### src/integrity_pkg.sv
// constants and types shared by the system integrity reset/flag block
package integrity_pkg;

  // ------------------------------------------------------------
  // register map
  // ------------------------------------------------------------
  localparam logic [7:0] ADDR_STATUS = 8'h00; // control/status
  localparam logic [7:0] ADDR_PLL_TEST = 8'h01; // pll test control

  // ------------------------------------------------------------
  // field positions
  // ------------------------------------------------------------
  localparam int BIT_FAST_LOCK = 7;
  localparam int BIT_TRIM_HI = 6;
  localparam int BIT_TRIM_LO = 5;
  localparam int BIT_WDG_FLAG = 4;
  localparam int BIT_PLL_LOCK = 3;
  localparam int BIT_SUP_FLAG = 2;
  localparam int BIT_WARN_FLAG = 1;
  localparam int BIT_WARN_IE = 0;
  localparam int BIT_HALF_SEL = 7;

  // ------------------------------------------------------------
  // reset values
  // ------------------------------------------------------------
  localparam logic [1:0] RST_TRIM_LOW = 2'h3;
  localparam logic RST_HALF_SEL = 1'b0;

  // ------------------------------------------------------------
  // timing
  // ------------------------------------------------------------
  localparam int CLOCK_MHZ = 40;
  localparam int HALF_DELAY_NS = 250; // half select latency
  localparam int HALF_DELAY_CYC = (HALF_DELAY_NS * CLOCK_MHZ + 999) / 1000;
  localparam int WDG_PULSE_NS = 1000; // plain default, least time
  localparam int WDG_PULSE_CYC = (WDG_PULSE_NS * CLOCK_MHZ + 999) / 1000;

  // threshold levels of the supply detector
  typedef enum logic [1:0] {
    LVL_LOW = 2'h1,
    LVL_MED = 2'h2,
    LVL_HIGH = 2'h3
  } level_t;

endpackage : integrity_pkg

### src/integrity_reset_flags.sv
// system integrity block: reset pin control, reset flags, warning irq
//
// Strobed register access and the register offsets were chosen for this implementation.
`timescale 1ns/100ps
`default_nettype none

module integrity_reset_flags #(
  parameter int WDG_CYC = integrity_pkg::WDG_PULSE_CYC,
  parameter int HALF_CYC = integrity_pkg::HALF_DELAY_CYC
) (
  input wire logic CLOCK,
  input wire logic NRST,
  input wire logic [7:0] ADDR,
  input wire logic [7:0] WDATA,
  input wire logic WR,
  input wire logic RD,
  output logic [7:0] RDATA,
  input wire logic OPT_DETECT_EN,
  input wire logic [1:0] OPT_LEVEL,
  input wire logic SUPPLY_LOW,
  input wire logic WARN_LOW,
  input wire logic FAST_PLL_LOCKED,
  input wire logic PLL_LOCKED,
  input wire logic WDG_UNDERFLOW,
  input wire logic IRQ_ACK,
  input wire logic WAIT_MODE,
  input wire logic HALT_MODE,
  input wire logic RST_PIN_I,
  output logic RST_PIN_O,
  output logic RST_PIN_OE_N,
  output logic SYS_RST_N,
  output logic [1:0] LEVEL_SEL,
  output logic DETECT_EN,
  output logic WARN_IRQ,
  output logic WAKE_REQ,
  output logic [1:0] TRIM_LOW,
  output logic PLL_HALF
);

  // ------------------------------------------------------------
  // helpers
  // ------------------------------------------------------------

  // clip an int count into a counter width
  function automatic logic [7:0] cnt8(input int v);
    cnt8 = v[7:0];
  endfunction : cnt8

  // decode a register hit from address and strobe
  function automatic logic hit(input logic [7:0] a,
                               input logic [7:0] r,
                               input logic s);
    hit = s && (a == r);
  endfunction : hit

  // ------------------------------------------------------------
  // input synchroniser
  // ------------------------------------------------------------
  // all pins and analog outputs are foreign to CLOCK
  logic [7:0] sync1_r; // first stage, read only by stage two
  logic [7:0] sync2_r; // second stage, safe to use
  wire logic [7:0] pins = {RST_PIN_I, OPT_DETECT_EN, OPT_LEVEL,
                           SUPPLY_LOW, WARN_LOW, FAST_PLL_LOCKED,
                           PLL_LOCKED};

  // two flops per line, no logic in between
  always_ff @(posedge CLOCK) begin
    if (!NRST) begin
      sync1_r <= 8'h80;
      sync2_r <= 8'h80;
    end else begin
      sync1_r <= pins;
      sync2_r <= sync1_r;
    end
  end

  wire logic pin_high_s = sync2_r[7]; // pin level seen
  wire logic det_en_s = sync2_r[6]; // option: detector on
  wire logic [1:0] level_s = sync2_r[5:4]; // option: threshold
  wire logic sup_low_s = sync2_r[3]; // supply comparator
  wire logic warn_low_s = sync2_r[2]; // warning comparator
  wire logic fast_lock_s = sync2_r[1];
  wire logic pll_lock_s = sync2_r[0];

  // ------------------------------------------------------------
  // supply detector and option decode
  // ------------------------------------------------------------
  // hysteresis lives in the comparator; digital side just
  // holds reset while the comparator says low
  wire logic sup_reset = det_en_s && sup_low_s;

  // an unused option code falls back to the low level
  wire logic [1:0] level_nxt = (level_s == 2'h0) ?
                               integrity_pkg::LVL_LOW : level_s;

  logic [1:0] level_r; // threshold select to comparator
  logic det_en_r; // detector enable to comparator

  // option decode held in flops for clean outputs
  always_ff @(posedge CLOCK) begin
    if (!NRST) begin
      level_r <= integrity_pkg::LVL_LOW;
      det_en_r <= 1'b0;
    end else begin
      level_r <= level_nxt;
      det_en_r <= det_en_s;
    end
  end

  // ------------------------------------------------------------
  // watchdog pulse stretcher
  // ------------------------------------------------------------
  logic [7:0] wdg_cnt_r; // remaining low cycles
  wire logic [7:0] wdg_cnt_nxt = WDG_UNDERFLOW ? cnt8(WDG_CYC) :
                                 (wdg_cnt_r != 8'h00) ?
                                 wdg_cnt_r - 8'h01 : 8'h00;

  // restart on each underflow so the pulse is never short
  always_ff @(posedge CLOCK) begin
    if (!NRST) begin
      wdg_cnt_r <= 8'h00;
    end else begin
      wdg_cnt_r <= wdg_cnt_nxt;
    end
  end

  wire logic wdg_reset = (wdg_cnt_r != 8'h00);

  // ------------------------------------------------------------
  // reset pin and internal reset
  // ------------------------------------------------------------
  wire logic drive_low = sup_reset || wdg_reset;
  // own drive also reads back low, which only lengthens reset
  wire logic any_reset = drive_low || !pin_high_s;

  logic pin_oe_n_r; // low while pulling the pin
  logic sys_rst_n_r; // internal reset, low active

  always_ff @(posedge CLOCK) begin
    if (!NRST) begin
      pin_oe_n_r <= 1'b0;
      sys_rst_n_r <= 1'b0;
    end else begin
      pin_oe_n_r <= !drive_low;
      sys_rst_n_r <= !any_reset;
    end
  end

  // ------------------------------------------------------------
  // bus decode
  // ------------------------------------------------------------
  // halt freezes software access to the status register
  wire logic st_rd = hit(ADDR, integrity_pkg::ADDR_STATUS, RD) &&
                     !HALT_MODE;
  wire logic st_wr = hit(ADDR, integrity_pkg::ADDR_STATUS, WR) &&
                     !HALT_MODE;
  wire logic pt_rd = hit(ADDR, integrity_pkg::ADDR_PLL_TEST, RD);
  wire logic pt_wr = hit(ADDR, integrity_pkg::ADDR_PLL_TEST, WR);

  // ------------------------------------------------------------
  // reset source flags
  // ------------------------------------------------------------
  logic wdg_flag_r; // last reset came from the watchdog
  logic sup_flag_r; // last reset came from the supply

  // supply reset clears watchdog flag and wins over its set
  wire logic wdg_flag_nxt =
    sup_reset ? 1'b0 :
    WDG_UNDERFLOW ? 1'b1 : // set beats software clear
    (st_rd || (st_wr && !WDATA[integrity_pkg::BIT_WDG_FLAG])) ?
    1'b0 : wdg_flag_r;

  // only a read clears; pin and watchdog resets leave it alone
  wire logic sup_flag_nxt =
    sup_reset ? 1'b1 :
    st_rd ? 1'b0 : sup_flag_r;

  always_ff @(posedge CLOCK) begin
    if (!NRST) begin
      wdg_flag_r <= 1'b0;
      sup_flag_r <= 1'b0;
    end else begin
      wdg_flag_r <= wdg_flag_nxt;
      sup_flag_r <= sup_flag_nxt;
    end
  end

  // ------------------------------------------------------------
  // warning detector, flag view and interrupt
  // ------------------------------------------------------------
  wire logic warn_live = det_en_s && warn_low_s;
  logic warn_prev_r; // live value one cycle back
  logic warn_view_r; // value shown in the register
  logic warn_ie_r; // interrupt enable
  logic pend_r; // pending warning interrupt
  logic wake_r; // wake request for wait mode

  wire logic warn_rise = warn_live && !warn_prev_r;
  // set wins over the acknowledge in the same cycle
  wire logic pend_nxt = (warn_rise && warn_ie_r) ? 1'b1 :
                        IRQ_ACK ? 1'b0 : pend_r;
  // halt never wakes from this source; wait does
  wire logic wake_nxt = pend_nxt && WAIT_MODE && !HALT_MODE;
  wire logic ie_nxt = st_wr ? WDATA[integrity_pkg::BIT_WARN_IE] :
                      warn_ie_r;

  // detector stays active in halt; only the view freezes
  always_ff @(posedge CLOCK) begin
    if (!NRST) begin
      warn_prev_r <= 1'b0;
      warn_view_r <= 1'b0;
      warn_ie_r <= 1'b0;
      pend_r <= 1'b0;
      wake_r <= 1'b0;
    end else begin
      warn_prev_r <= warn_live;
      warn_view_r <= HALT_MODE ? warn_view_r : warn_live;
      warn_ie_r <= ie_nxt;
      pend_r <= pend_nxt;
      wake_r <= wake_nxt;
    end
  end

  // ------------------------------------------------------------
  // trim bits and lock view
  // ------------------------------------------------------------
  logic [1:0] trim_r; // low oscillator trim bits
  logic fast_lock_r; // fast pll lock, hardware only
  logic pll_lock_r; // main pll lock, hardware only

  // software calibrates after reset; block only stores it
  always_ff @(posedge CLOCK) begin
    if (!NRST) begin
      trim_r <= integrity_pkg::RST_TRIM_LOW;
      fast_lock_r <= 1'b0;
      pll_lock_r <= 1'b0;
    end else begin
      if (st_wr) begin
        trim_r <= WDATA[integrity_pkg::BIT_TRIM_HI:
                        integrity_pkg::BIT_TRIM_LO];
      end
      fast_lock_r <= HALT_MODE ? fast_lock_r : fast_lock_s;
      pll_lock_r <= HALT_MODE ? pll_lock_r : pll_lock_s;
    end
  end

  // ------------------------------------------------------------
  // pll half select with delayed effect
  // ------------------------------------------------------------
  logic half_reg_r; // value software wrote
  logic half_out_r; // value applied to the divider
  logic [7:0] half_cnt_r; // cycles until it applies

  // reserved bits are not stored, so they always read zero
  wire logic half_wr_val = WDATA[integrity_pkg::BIT_HALF_SEL];
  wire logic [7:0] half_cnt_nxt = pt_wr ? cnt8(HALF_CYC) :
                                  (half_cnt_r != 8'h00) ?
                                  half_cnt_r - 8'h01 : 8'h00;
  wire logic half_apply = (half_cnt_r == 8'h01);

  // a second write restarts the delay with the new value
  always_ff @(posedge CLOCK) begin
    if (!NRST) begin
      half_reg_r <= integrity_pkg::RST_HALF_SEL;
      half_out_r <= integrity_pkg::RST_HALF_SEL;
      half_cnt_r <= 8'h00;
    end else begin
      if (pt_wr) begin
        half_reg_r <= half_wr_val;
      end
      half_cnt_r <= half_cnt_nxt;
      if (half_apply) begin
        half_out_r <= half_reg_r;
      end
    end
  end

  // ------------------------------------------------------------
  // read data
  // ------------------------------------------------------------
  wire logic [7:0] status_word = {fast_lock_r, trim_r, wdg_flag_r,
                                  pll_lock_r, sup_flag_r,
                                  warn_view_r, warn_ie_r};
  wire logic [7:0] pll_word = {half_reg_r, 7'h00};
  wire logic [7:0] rd_word = st_rd ? status_word :
                             pt_rd ? pll_word : 8'h00;
  logic [7:0] rdata_r; // data for the cycle after a read

  // unmapped or idle cycles return zero
  always_ff @(posedge CLOCK) begin
    if (!NRST) begin
      rdata_r <= 8'h00;
    end else begin
      rdata_r <= rd_word;
    end
  end

  // ------------------------------------------------------------
  // outputs
  // ------------------------------------------------------------
  logic pin_o_r; // open drain only ever drives zero
  always_ff @(posedge CLOCK) begin
    if (!NRST) begin
      pin_o_r <= 1'b0;
    end else begin
      pin_o_r <= 1'b0;
    end
  end

  assign RDATA = rdata_r;
  assign RST_PIN_O = pin_o_r;
  assign RST_PIN_OE_N = pin_oe_n_r;
  assign SYS_RST_N = sys_rst_n_r;
  assign LEVEL_SEL = level_r;
  assign DETECT_EN = det_en_r;
  assign WARN_IRQ = pend_r;
  assign WAKE_REQ = wake_r;
  assign TRIM_LOW = trim_r;
  assign PLL_HALF = half_out_r;
endmodule : integrity_reset_flags

`default_nettype wire

### config.mk
export PLATFORM = sky130hd
export DESIGN_NAME = integrity_reset_flags
export DESIGN_NICKNAME = d
export VERILOG_FILES = /design/src/integrity_pkg.sv /design/src/integrity_reset_flags.sv
export SDC_FILE = /design/constraint.sdc
export NUM_CORES = 1
export LEC_CHECK = 0
export ABC_AREA = 0
export BUFFER_PORTS_ARGS = -buffer_cell sky130_fd_sc_hd__buf_4
export CAP_MARGIN = 5
export CELL_PAD_IN_SITES_DETAIL_PLACEMENT = 2
export CELL_PAD_IN_SITES_GLOBAL_PLACEMENT = 2
export CORE_ASPECT_RATIO = 1.1
export CORE_UTILIZATION = 35
export CTS_BUF_LIST = sky130_fd_sc_hd__clkbuf_8 sky130_fd_sc_hd__clkbuf_16
export DETAILED_ROUTE_END_ITERATION = 8
export PLACE_DENSITY = 0.8
export SYNTH_ARGS = -nofsm -noshare
export SYNTH_HDL_FRONTEND = slang
export SYNTH_SLANG_ARGS = --single-unit
### constraint.sdc
create_clock -name CLOCK -period 2.66 [get_ports CLOCK]
set_input_delay 0.133 -clock CLOCK [delete_from_list [all_inputs] [get_ports CLOCK]]
set_output_delay 0.133 -clock CLOCK [all_outputs]
set_load 0.02 [all_outputs]
## Word-level counts from Yosys, hierarchy flattened

Cells that the tools add are included.

- Add/subtract/negate cells: 2
- Equal/unequal tests: 2
- Mux-type cells: 12
- Bitwise operators: 3
- Reduce and logical (&&, ||, !) cells: 32

Operator list:

| kind | count |
|---|---|
| equality test 8 x 1 -> 1 bit, second input constant | 2 |
| two-way mux 8 bit | 2 |
| nonzero test 8 bit | 2 |
| subtractor 8 x 1 -> 8 bit, second input constant | 2 |
| logical AND 1 bit | 13 |
| two-way mux 6 bit | 2 |
| zero test 8 bit | 1 |
| two-way mux 4 bit | 2 |
| zero test 1 bit | 6 |
| two-way mux 1 bit | 6 |
| OR reduction 3 bit | 2 |
| nonzero test 2 bit | 2 |
| OR reduction 2 bit | 2 |
| logical OR 1 bit | 3 |
| inverter 1 bit | 3 |
| zero test 2 bit | 1 |

- Bits in registers: 58
- Bits of input ports: 32
- Output and inout bits: 19
- Logic and storage cells: 74

## Longest topological paths before layout

Gate-level depths: netlist of run 1.

- Depth after elaboration: 7
- Gate-level depth with buffers: 5
- Mapped depth without buffers: 5

## Least setup slack after synthesis of run 1

No wires, ideal clock.

- Path kind: register -> register
- From: register wdg_cnt_r[0]
- To: register wdg_cnt_r[2]
- Setup time: 0.143 ns
- Arrival time: 1.395 ns
- Data required time: 2.517 ns
- Path slack: 1.123 ns
- Stages on the path, launching flop included: 6
- Buffers on the path: 0
- Clock period less this slack: 1.537 ns
- Cell sequence: dfxtp_1 inv_1 ha_1 or3b_2 o21ai_0 a21oi_1

- Cells in the longest elaborated chain, start to end: 3

RTL lines:

| what | line | source |
|---|---|---|
| from (decl) | integrity_reset_flags.sv:113 | `logic [7:0] wdg_cnt_r;` |
| from (signal assigned) | integrity_reset_flags.sv:123 | `wdg_cnt_r <= wdg_cnt_nxt;` |
| branches (longest 3 deep; another with subtractor 8 x 1 -> 8 bit) | -- |  |

Several ways; the timed one is not identified.
A chain may end at the register's enable or synchronous reset.

## Final worst setup path of run 1

- From: register wdg_cnt_r[0]
- To: register wdg_cnt_r[6]

The elaborated chain is that of the path after synthesis.

==> flow_summary.json, run 1 <==
{
  "outcome": "finished clean",
  "std_cell_rows": 29,
  "power.density_nw_per_um2": 869,
  "drive_above_1_share_pct": 26.1,
  "cts.sinks": 58,
  "yosys-top-cells-area": "dfxtp_1 (54%), and2_1 (7.0%), o21ai_0 (3.0%)",
  "crit_fanout": 6,
  "clkTransAtPathRegs_ns": 0.07,
  "first_global_vias": 1864,
  "hold_buffers": 1,
  "via_per_inst": 5.04,
  "slew_headroom_pct": 38.1,
  "hold_viol_final": 0,
  "insertion_delay_ns": 0.33,
  "grt_usage_pct": 18.0,
  "slowest_delay_ns": 0.60,
  "syn_area_um2": 2150,
  "die_w_um": 76.8,
  "place_congestion": 0.776,
  "hold_ws_ns": 0.0188,
  "start_kind": "flip-flop",
  "synthesis.nets": 249,
  "synth-main-ff-cell": "dfxtp_1",
  "yosys.area.top_type": "dfxtp_1",
  "dp.cells": 328,
  "num_vias": 1738,
  "crit_arrival_ns": 2.04,
  "grt_pass1_wl_mm": 9.06,
  "area_delta_synth_final_pct": 28.2,
  "worst_setup_path_end_kind": "flip-flop",
  "final_cells": 345,
  "final_area_um2": 2760,
  "post_drt_wl_per_cell_um": 15.1,
  "internal_power_mw": 1.66,
  "finalClockSkew_ns": 0.00653,
  "maxCapViolCount": 0,
  "min_path_type": "input port to flip-flop",
  "synth_cell_types": 43,
  "initial_utilization_pct": 36.9,
  "cts_tree": "yes",
  "synthCells": 212,
  "nets": 300,
  "worst_pin_slew_ns": 0.920,
  "swShare_pct": 31.0,
  "synth-edff-count": 0,
  "diodes": 0,
  "switchingPower_uw": 743,
  "required_ns": 2.84,
  "overflow": 0,
  "numCtsBuffers": 9,
  "maxSlewViolCount": 0,
  "seq_area_frac_synth_pct": 53.9,
  "async_reset_ff_share_pct": 0,
  "antenna_found_initial": 0,
  "remaining_drc_errors": 0,
  "die_area_um2": 6470,
  "worstSetupPathType": "flip-flop to flip-flop",
  "drtPass1Iterations": 4,
  "ys_ff_latch": 58,
  "period_share_pct": 70.1,
  "wirelength_mm": 5.21,
  "pwr-share-comb_pct": 22.9,
  "ios": 51,
  "irDropWorstVdd_mv": 0.313,
  "cts_root_buffer": "clkbuf_8",
  "max_freq_mhz": 536,
  "place_hpwl_mm": 3.61,
  "htree_levels": 3,
  "synth.most_common_cell": "dfxtp_1",
  "fp.coreArea_um2": 5840,
  "fp.dieH_um": 84.3,
  "period_minus_slack_ns": 1.86,
  "syn_area_per_cell_um2": 10.2,
  "ant_nets": 0,
  "cts_resized": 0,
  "pwr-share-seq_pct": 44.4,
  "crit_slowest_cell": "o21ai_0",
  "rsz0062_at_grt": "false",
  "placed_cell_area_um2": 2560,
  "yosys-top-cells-count": "dfxtp_1 (58), and2_1 (24), o21ai_0 (13)",
  "drt_iter0_drc": 56,
  "portBuffers": 46,
  "nFillCells": 618,
  "yosys.area.top_type_share_pct": 53.9,
  "setup_viol": 0,
  "power.share.clock_pct": 32.7,
  "grt_max_degree": 34,
  "ys_warn_count": 0,
  "leakagePower_nw": 1.15,
  "post_cts_buffers": 0,
  "cp_cell_sequence": "inv_1 -> ha_1 -> or3b_2 -> o21ai_0 -> a21oi_1",
  "cts_buffer_depth": 2,
  "setup_tns_ns": 0
}
through the flow:
stage	power [mW]	setup WS, ns	util [%]
finish	2.40	0.796	47.3
global route	2.56	0.537	47.3
CTS	2.42	0.768	47.3
detailed placement	1.62	0.792	43.8
global placement	1.58	0.870	43.8
floorplan	1.45	1.12	-
placed cells by master (no fill, tap or decap), drive strengths merged, types with 2 or more instances in the layout:
cell type | synthesis | routed
dfxtp | 58 | 58
buf | 2 | 46
and2 | 24 | 24
o21ai | 13 | 13
inv | 9 | 9
a21oi | 9 | 9
clkbuf | 5 | 9
nand2 | 8 | 8
nor2 | 8 | 8
or3 | 7 | 7
nor3 | 7 | 7
nand2b | 6 | 6
nor4 | 6 | 6
ha | 5 | 5
a31oi | 4 | 4
clkinvlp | 0 | 4
or4 | 4 | 4
nor3b | 3 | 3
o41ai | 3 | 3
mux2i | 3 | 3
xnor2 | 3 | 3
a211oi | 3 | 3
or3b | 2 | 2
and3 | 2 | 2
nand3b | 2 | 2
a31o | 2 | 2
clkinv | 0 | 2
cells by family (layout without fill, tap and decap cells):
kind of cell | count (synthesis) | count (layout) | share of synthesized area, %
AND/OR/NAND/NOR | 85 | 85 | 25.0
flip-flops | 58 | 58 | 53.9
AO/OA/AOI/OAI | 40 | 40 | 11.7
buffers and inverters | 16 | 72 | 3.31
adder cells (fa/ha/maj) | 5 | 5 | 2.91
XOR/XNOR | 4 | 4 | 1.63
multiplexers | 3 | 3 | 1.39
other | 1 | 1 | 0.174
power by group through the flow:
stage	combinational, mW	clock (mW)	sequential, mW
finish	0.549	0.785	1.06
global route	0.622	0.857	1.08
CTS	0.551	0.805	1.06
detailed placement	0.542	0	1.08
global placement	0.506	0	1.07
floorplan	0.382	0	1.07
metal layers:
layer	global-route usage (%)	up-vias	wire, um
met5	0	-	0
met4	8.92	0	80
met3	4.24	8	168
met2	30.0	39	2550
met1	21.8	842	2410
li1	-	849	-
critical path, delay by kind of cell, from the launching register on:
family | cells | cell delay [ns]
flip-flops | 1 | 0.32
adder cells (fa/ha/maj) | 1 | 0.14
AO/OA/AOI/OAI | 2 | 0.70
AND/OR/NAND/NOR | 1 | 0.48
buffers and inverters | 1 | 0.08
final timing paths:
| kind | from | end | slack (ns) | cells after the start |
|---|---|---|---|---|
| worst min register to register | sync1_r[7] | sync2_r[7] | 0.41 | 1 |
| worst max-delay path | wdg_cnt_r[0] | wdg_cnt_r[6] | 0.80 | 5 |
| worst min-delay path | OPT_LEVEL[0] | sync1_r[4] | 0.02 | 2 |
| worst max register to register | wdg_cnt_r[0] | wdg_cnt_r[6] | 0.80 | 5 |
cell type report:
class | count | area, um^2 | area share, %
well taps | 77 | 96.3 | 3.49
repair buffers | 47 | 355 | 12.9
clock inverters | 7 | 70.1 | 2.54
inverters | 9 | 33.8 | 1.22
multi-input cells | 138 | 921 | 33.3
flip-flops and latches | 58 | 1160 | 42.0
clock buffers | 9 | 124 | 4.49
state kept, by name (all words and copies together) (netlist names), 2 cells and up:
signal and flops:
sync1_r 8, sync2_r 8, RDATA 8, half_cnt_r 8, wdg_cnt_r 8, TRIM_LOW 2, LEVEL_SEL 2
No activity file was read; power rests on OpenSTA's default activity.
==> inputs of run 2 (changes only) <==
--- a/config.mk
+++ b/config.mk
@@ -11,10 +11,10 @@
 export CELL_PAD_IN_SITES_DETAIL_PLACEMENT = 2
 export CELL_PAD_IN_SITES_GLOBAL_PLACEMENT = 2
 export CORE_ASPECT_RATIO = 1.1
-export CORE_UTILIZATION = 35
+export CORE_UTILIZATION = 29
 export CTS_BUF_LIST = sky130_fd_sc_hd__clkbuf_8 sky130_fd_sc_hd__clkbuf_16
 export DETAILED_ROUTE_END_ITERATION = 8
-export PLACE_DENSITY = 0.8
+export PLACE_DENSITY = 0.71
 export SYNTH_ARGS = -nofsm -noshare
 export SYNTH_HDL_FRONTEND = slang
 export SYNTH_SLANG_ARGS = --single-unit
==> constraint.sdc (replaced) <==
create_clock -name CLOCK -period 1.55 [get_ports CLOCK]
set_input_delay 0.0775 -clock CLOCK [delete_from_list [all_inputs] [get_ports CLOCK]]
set_output_delay 0.0775 -clock CLOCK [all_outputs]
set_load 0.02 [all_outputs]
==> flow_summary.json, run 2 (synthesis results as in run 1) <==
{
  "outcome": "finished with violations",
  "violations": "design-rule violations",
  "htree_levels": 3,
  "place_hpwl_mm": 3.90,
  "die_area_um2": 7770,
  "place_congestion": 0.766,
  "min_path_type": "input port to flip-flop",
  "crit_arrival_ns": 1.78,
  "reg2reg_slack_ns": 0.05,
  "period_minus_slack_ns": 1.50,
  "fin_util_pct": 43.8,
  "m1WireLength_mm": 2.54,
  "initial_utilization_pct": 30.4,
  "layout_commonest_cell": "buf_4",
  "max_freq_mhz": 666,
  "setup_slack_ns": 0.0494,
  "final_cell_mix": "buf_4 (61), dfxtp_1 (55), and2_1 (24), dlygate4sd3_1 (12), o21ai_0 (10)",
  "fp.coreArea_um2": 7090,
  "num_vias": 1816,
  "remaining_drc_errors": 12,
  "dr_wl_met2_mm": 2.76,
  "numCtsBuffers": 9,
  "first_global_vias": 1928,
  "crit_fanout": 3,
  "ant_nets": 0,
  "grt_usage_pct": 16.0,
  "ios": 51,
  "dr_wl_met3_um": 214,
  "std_cell_rows": 32,
  "rsz0062_at_grt": "true",
  "drive_above_1_share_pct": 34.7,
  "leakagePower_nw": 1.30,
  "irDropWorstVdd_mv": 0.486,
  "min_to": "TRIM_LOW[0]",
  "reg2reg_from": "wdg_cnt_r[0]",
  "drtPass1Iterations": 8,
  "antenna_found_initial": 0,
  "maxCapViolCount": 0,
  "final_cells": 379,
  "die_w_um": 84.2,
  "power.density_nw_per_um2": 1540,
  "diodes": 0,
  "min_from": "WDATA[5]",
  "period_share_pct": 96.8,
  "clkTransAtPathRegs_ns": 0.08,
  "hold_viol_final": 0,
  "setup_viol": 0,
  "dp.cells": 348,
  "preCtsSetupSlack_ns": -0.0280,
  "cts.sinks": 58,
  "grt_max_degree": 23,
  "start_kind": "flip-flop",
  "fp.dieH_um": 92.4,
  "worstSetupPathType": "flip-flop to flip-flop",
  "grt_pass1_wl_mm": 9.45,
  "maxSlewViolCount": 0,
  "wirelength_mm": 5.64,
  "worst_setup_path_end_kind": "flip-flop",
  "top_layer_used": "met4",
  "portBuffers": 46,
  "required_ns": 1.83,
  "finalClockSkew_ns": 0.00965,
  "r2r_cells": 5,
  "drt_iter0_drc": 30,
  "overflow": 0,
  "min_path_cells": 3,
  "rr_endpoint": "wdg_cnt_r[6]",
  "insertion_delay_ns": 0.34,
  "via_per_inst": 4.79,
  "cts_root_buffer": "clkbuf_8",
  "nets": 326,
  "area_delta_synth_final_pct": 44.1,
  "cts_buffer_depth": 2,
  "post_drt_wl_per_cell_um": 14.9,
  "cts_tree": "yes"
}
==> run 2: cell types whose count changed in the layout (fill, tap and decap cells not counted), sizes merged <==
cell,before,now
dlygate4sd3,1,12
bufinv,1,2
clkinvlp,4,1
buf,46,61
clkinv,2,3
inv,9,10
==> run 2: layout make-up <==
class / count / area (um^2)
multi-input combinational: 138 / 991
timing repair buffer: 73 / 578
clock buffer: 9 / 124
sequential: 58 / 1170
tap: 85 / 106
clock inverter: 7 / 103
fill: 769 / 3980
inverter: 9 / 33.8
==> run 2: per-layer routing <==
layer | vias up | global-route usage (%)
met5 | - | 0
met4 | 0 | 8.62
met3 | 11 | 3.74
met1 | 867 | 18.7
met2 | 39 | 27.3
li1 | 899 | -
==> run 2: critical path, cell delays in order, from the launching register on <==
cell and delay (ns):
dfxtp_2 0.34, inv_2 0.07, ha_4 0.13, or4b_4 0.45, or3_1 0.32, a21oi_1 0.13
==> run 2: stage by stage <==
stage	TNS, ns	power (mW)	cell area, um^2	hold slack, ns
2_1_floorplan	0	2.48	2150	0.179
3_3_place_gp	0	2.86	2660	0.268
3_5_place_dp	-0.105	2.93	2660	0.282
4_1_cts	-0.00673	4.71	3040	0.0187
5_1_grt	-0.00450	5.06	3100	0.0378
6_report	0	4.78	3100	0.0290
==> run 2: what timing repair did <==
item,CTS,global route
pin swaps,2,6
hold endpoints to repair,12,0
hold buffers,12,0
gates resized for setup,12,12
setup endpoints to repair,8,9
buffers inserted,1,2
==> run 2: report_power, final <==
part / switching [mW] / leakage (nW) / internal, mW / total, mW
logic: 0.641 / 0.714 / 0.749 / 1.39
clock network: 0.662 / 0.110 / 0.918 / 1.58
registers: 0.143 / 0.476 / 1.67 / 1.81
total: 1.45 / 1.30 / 3.34 / 4.78
==> run 2: worst max path at each step <==
stage               endpoint          start  cells after the start
2_1_floorplan   wdg_cnt_r[2]   wdg_cnt_r[0]                      5
3_3_place_gp    wdg_cnt_r[6]   wdg_cnt_r[0]                      5
3_5_place_dp   half_cnt_r[6]  half_cnt_r[2]                      3
4_1_cts         wdg_cnt_r[7]   wdg_cnt_r[0]                      6
5_1_grt         wdg_cnt_r[6]   wdg_cnt_r[0]                      5
6_report        wdg_cnt_r[6]   wdg_cnt_r[0]                      5
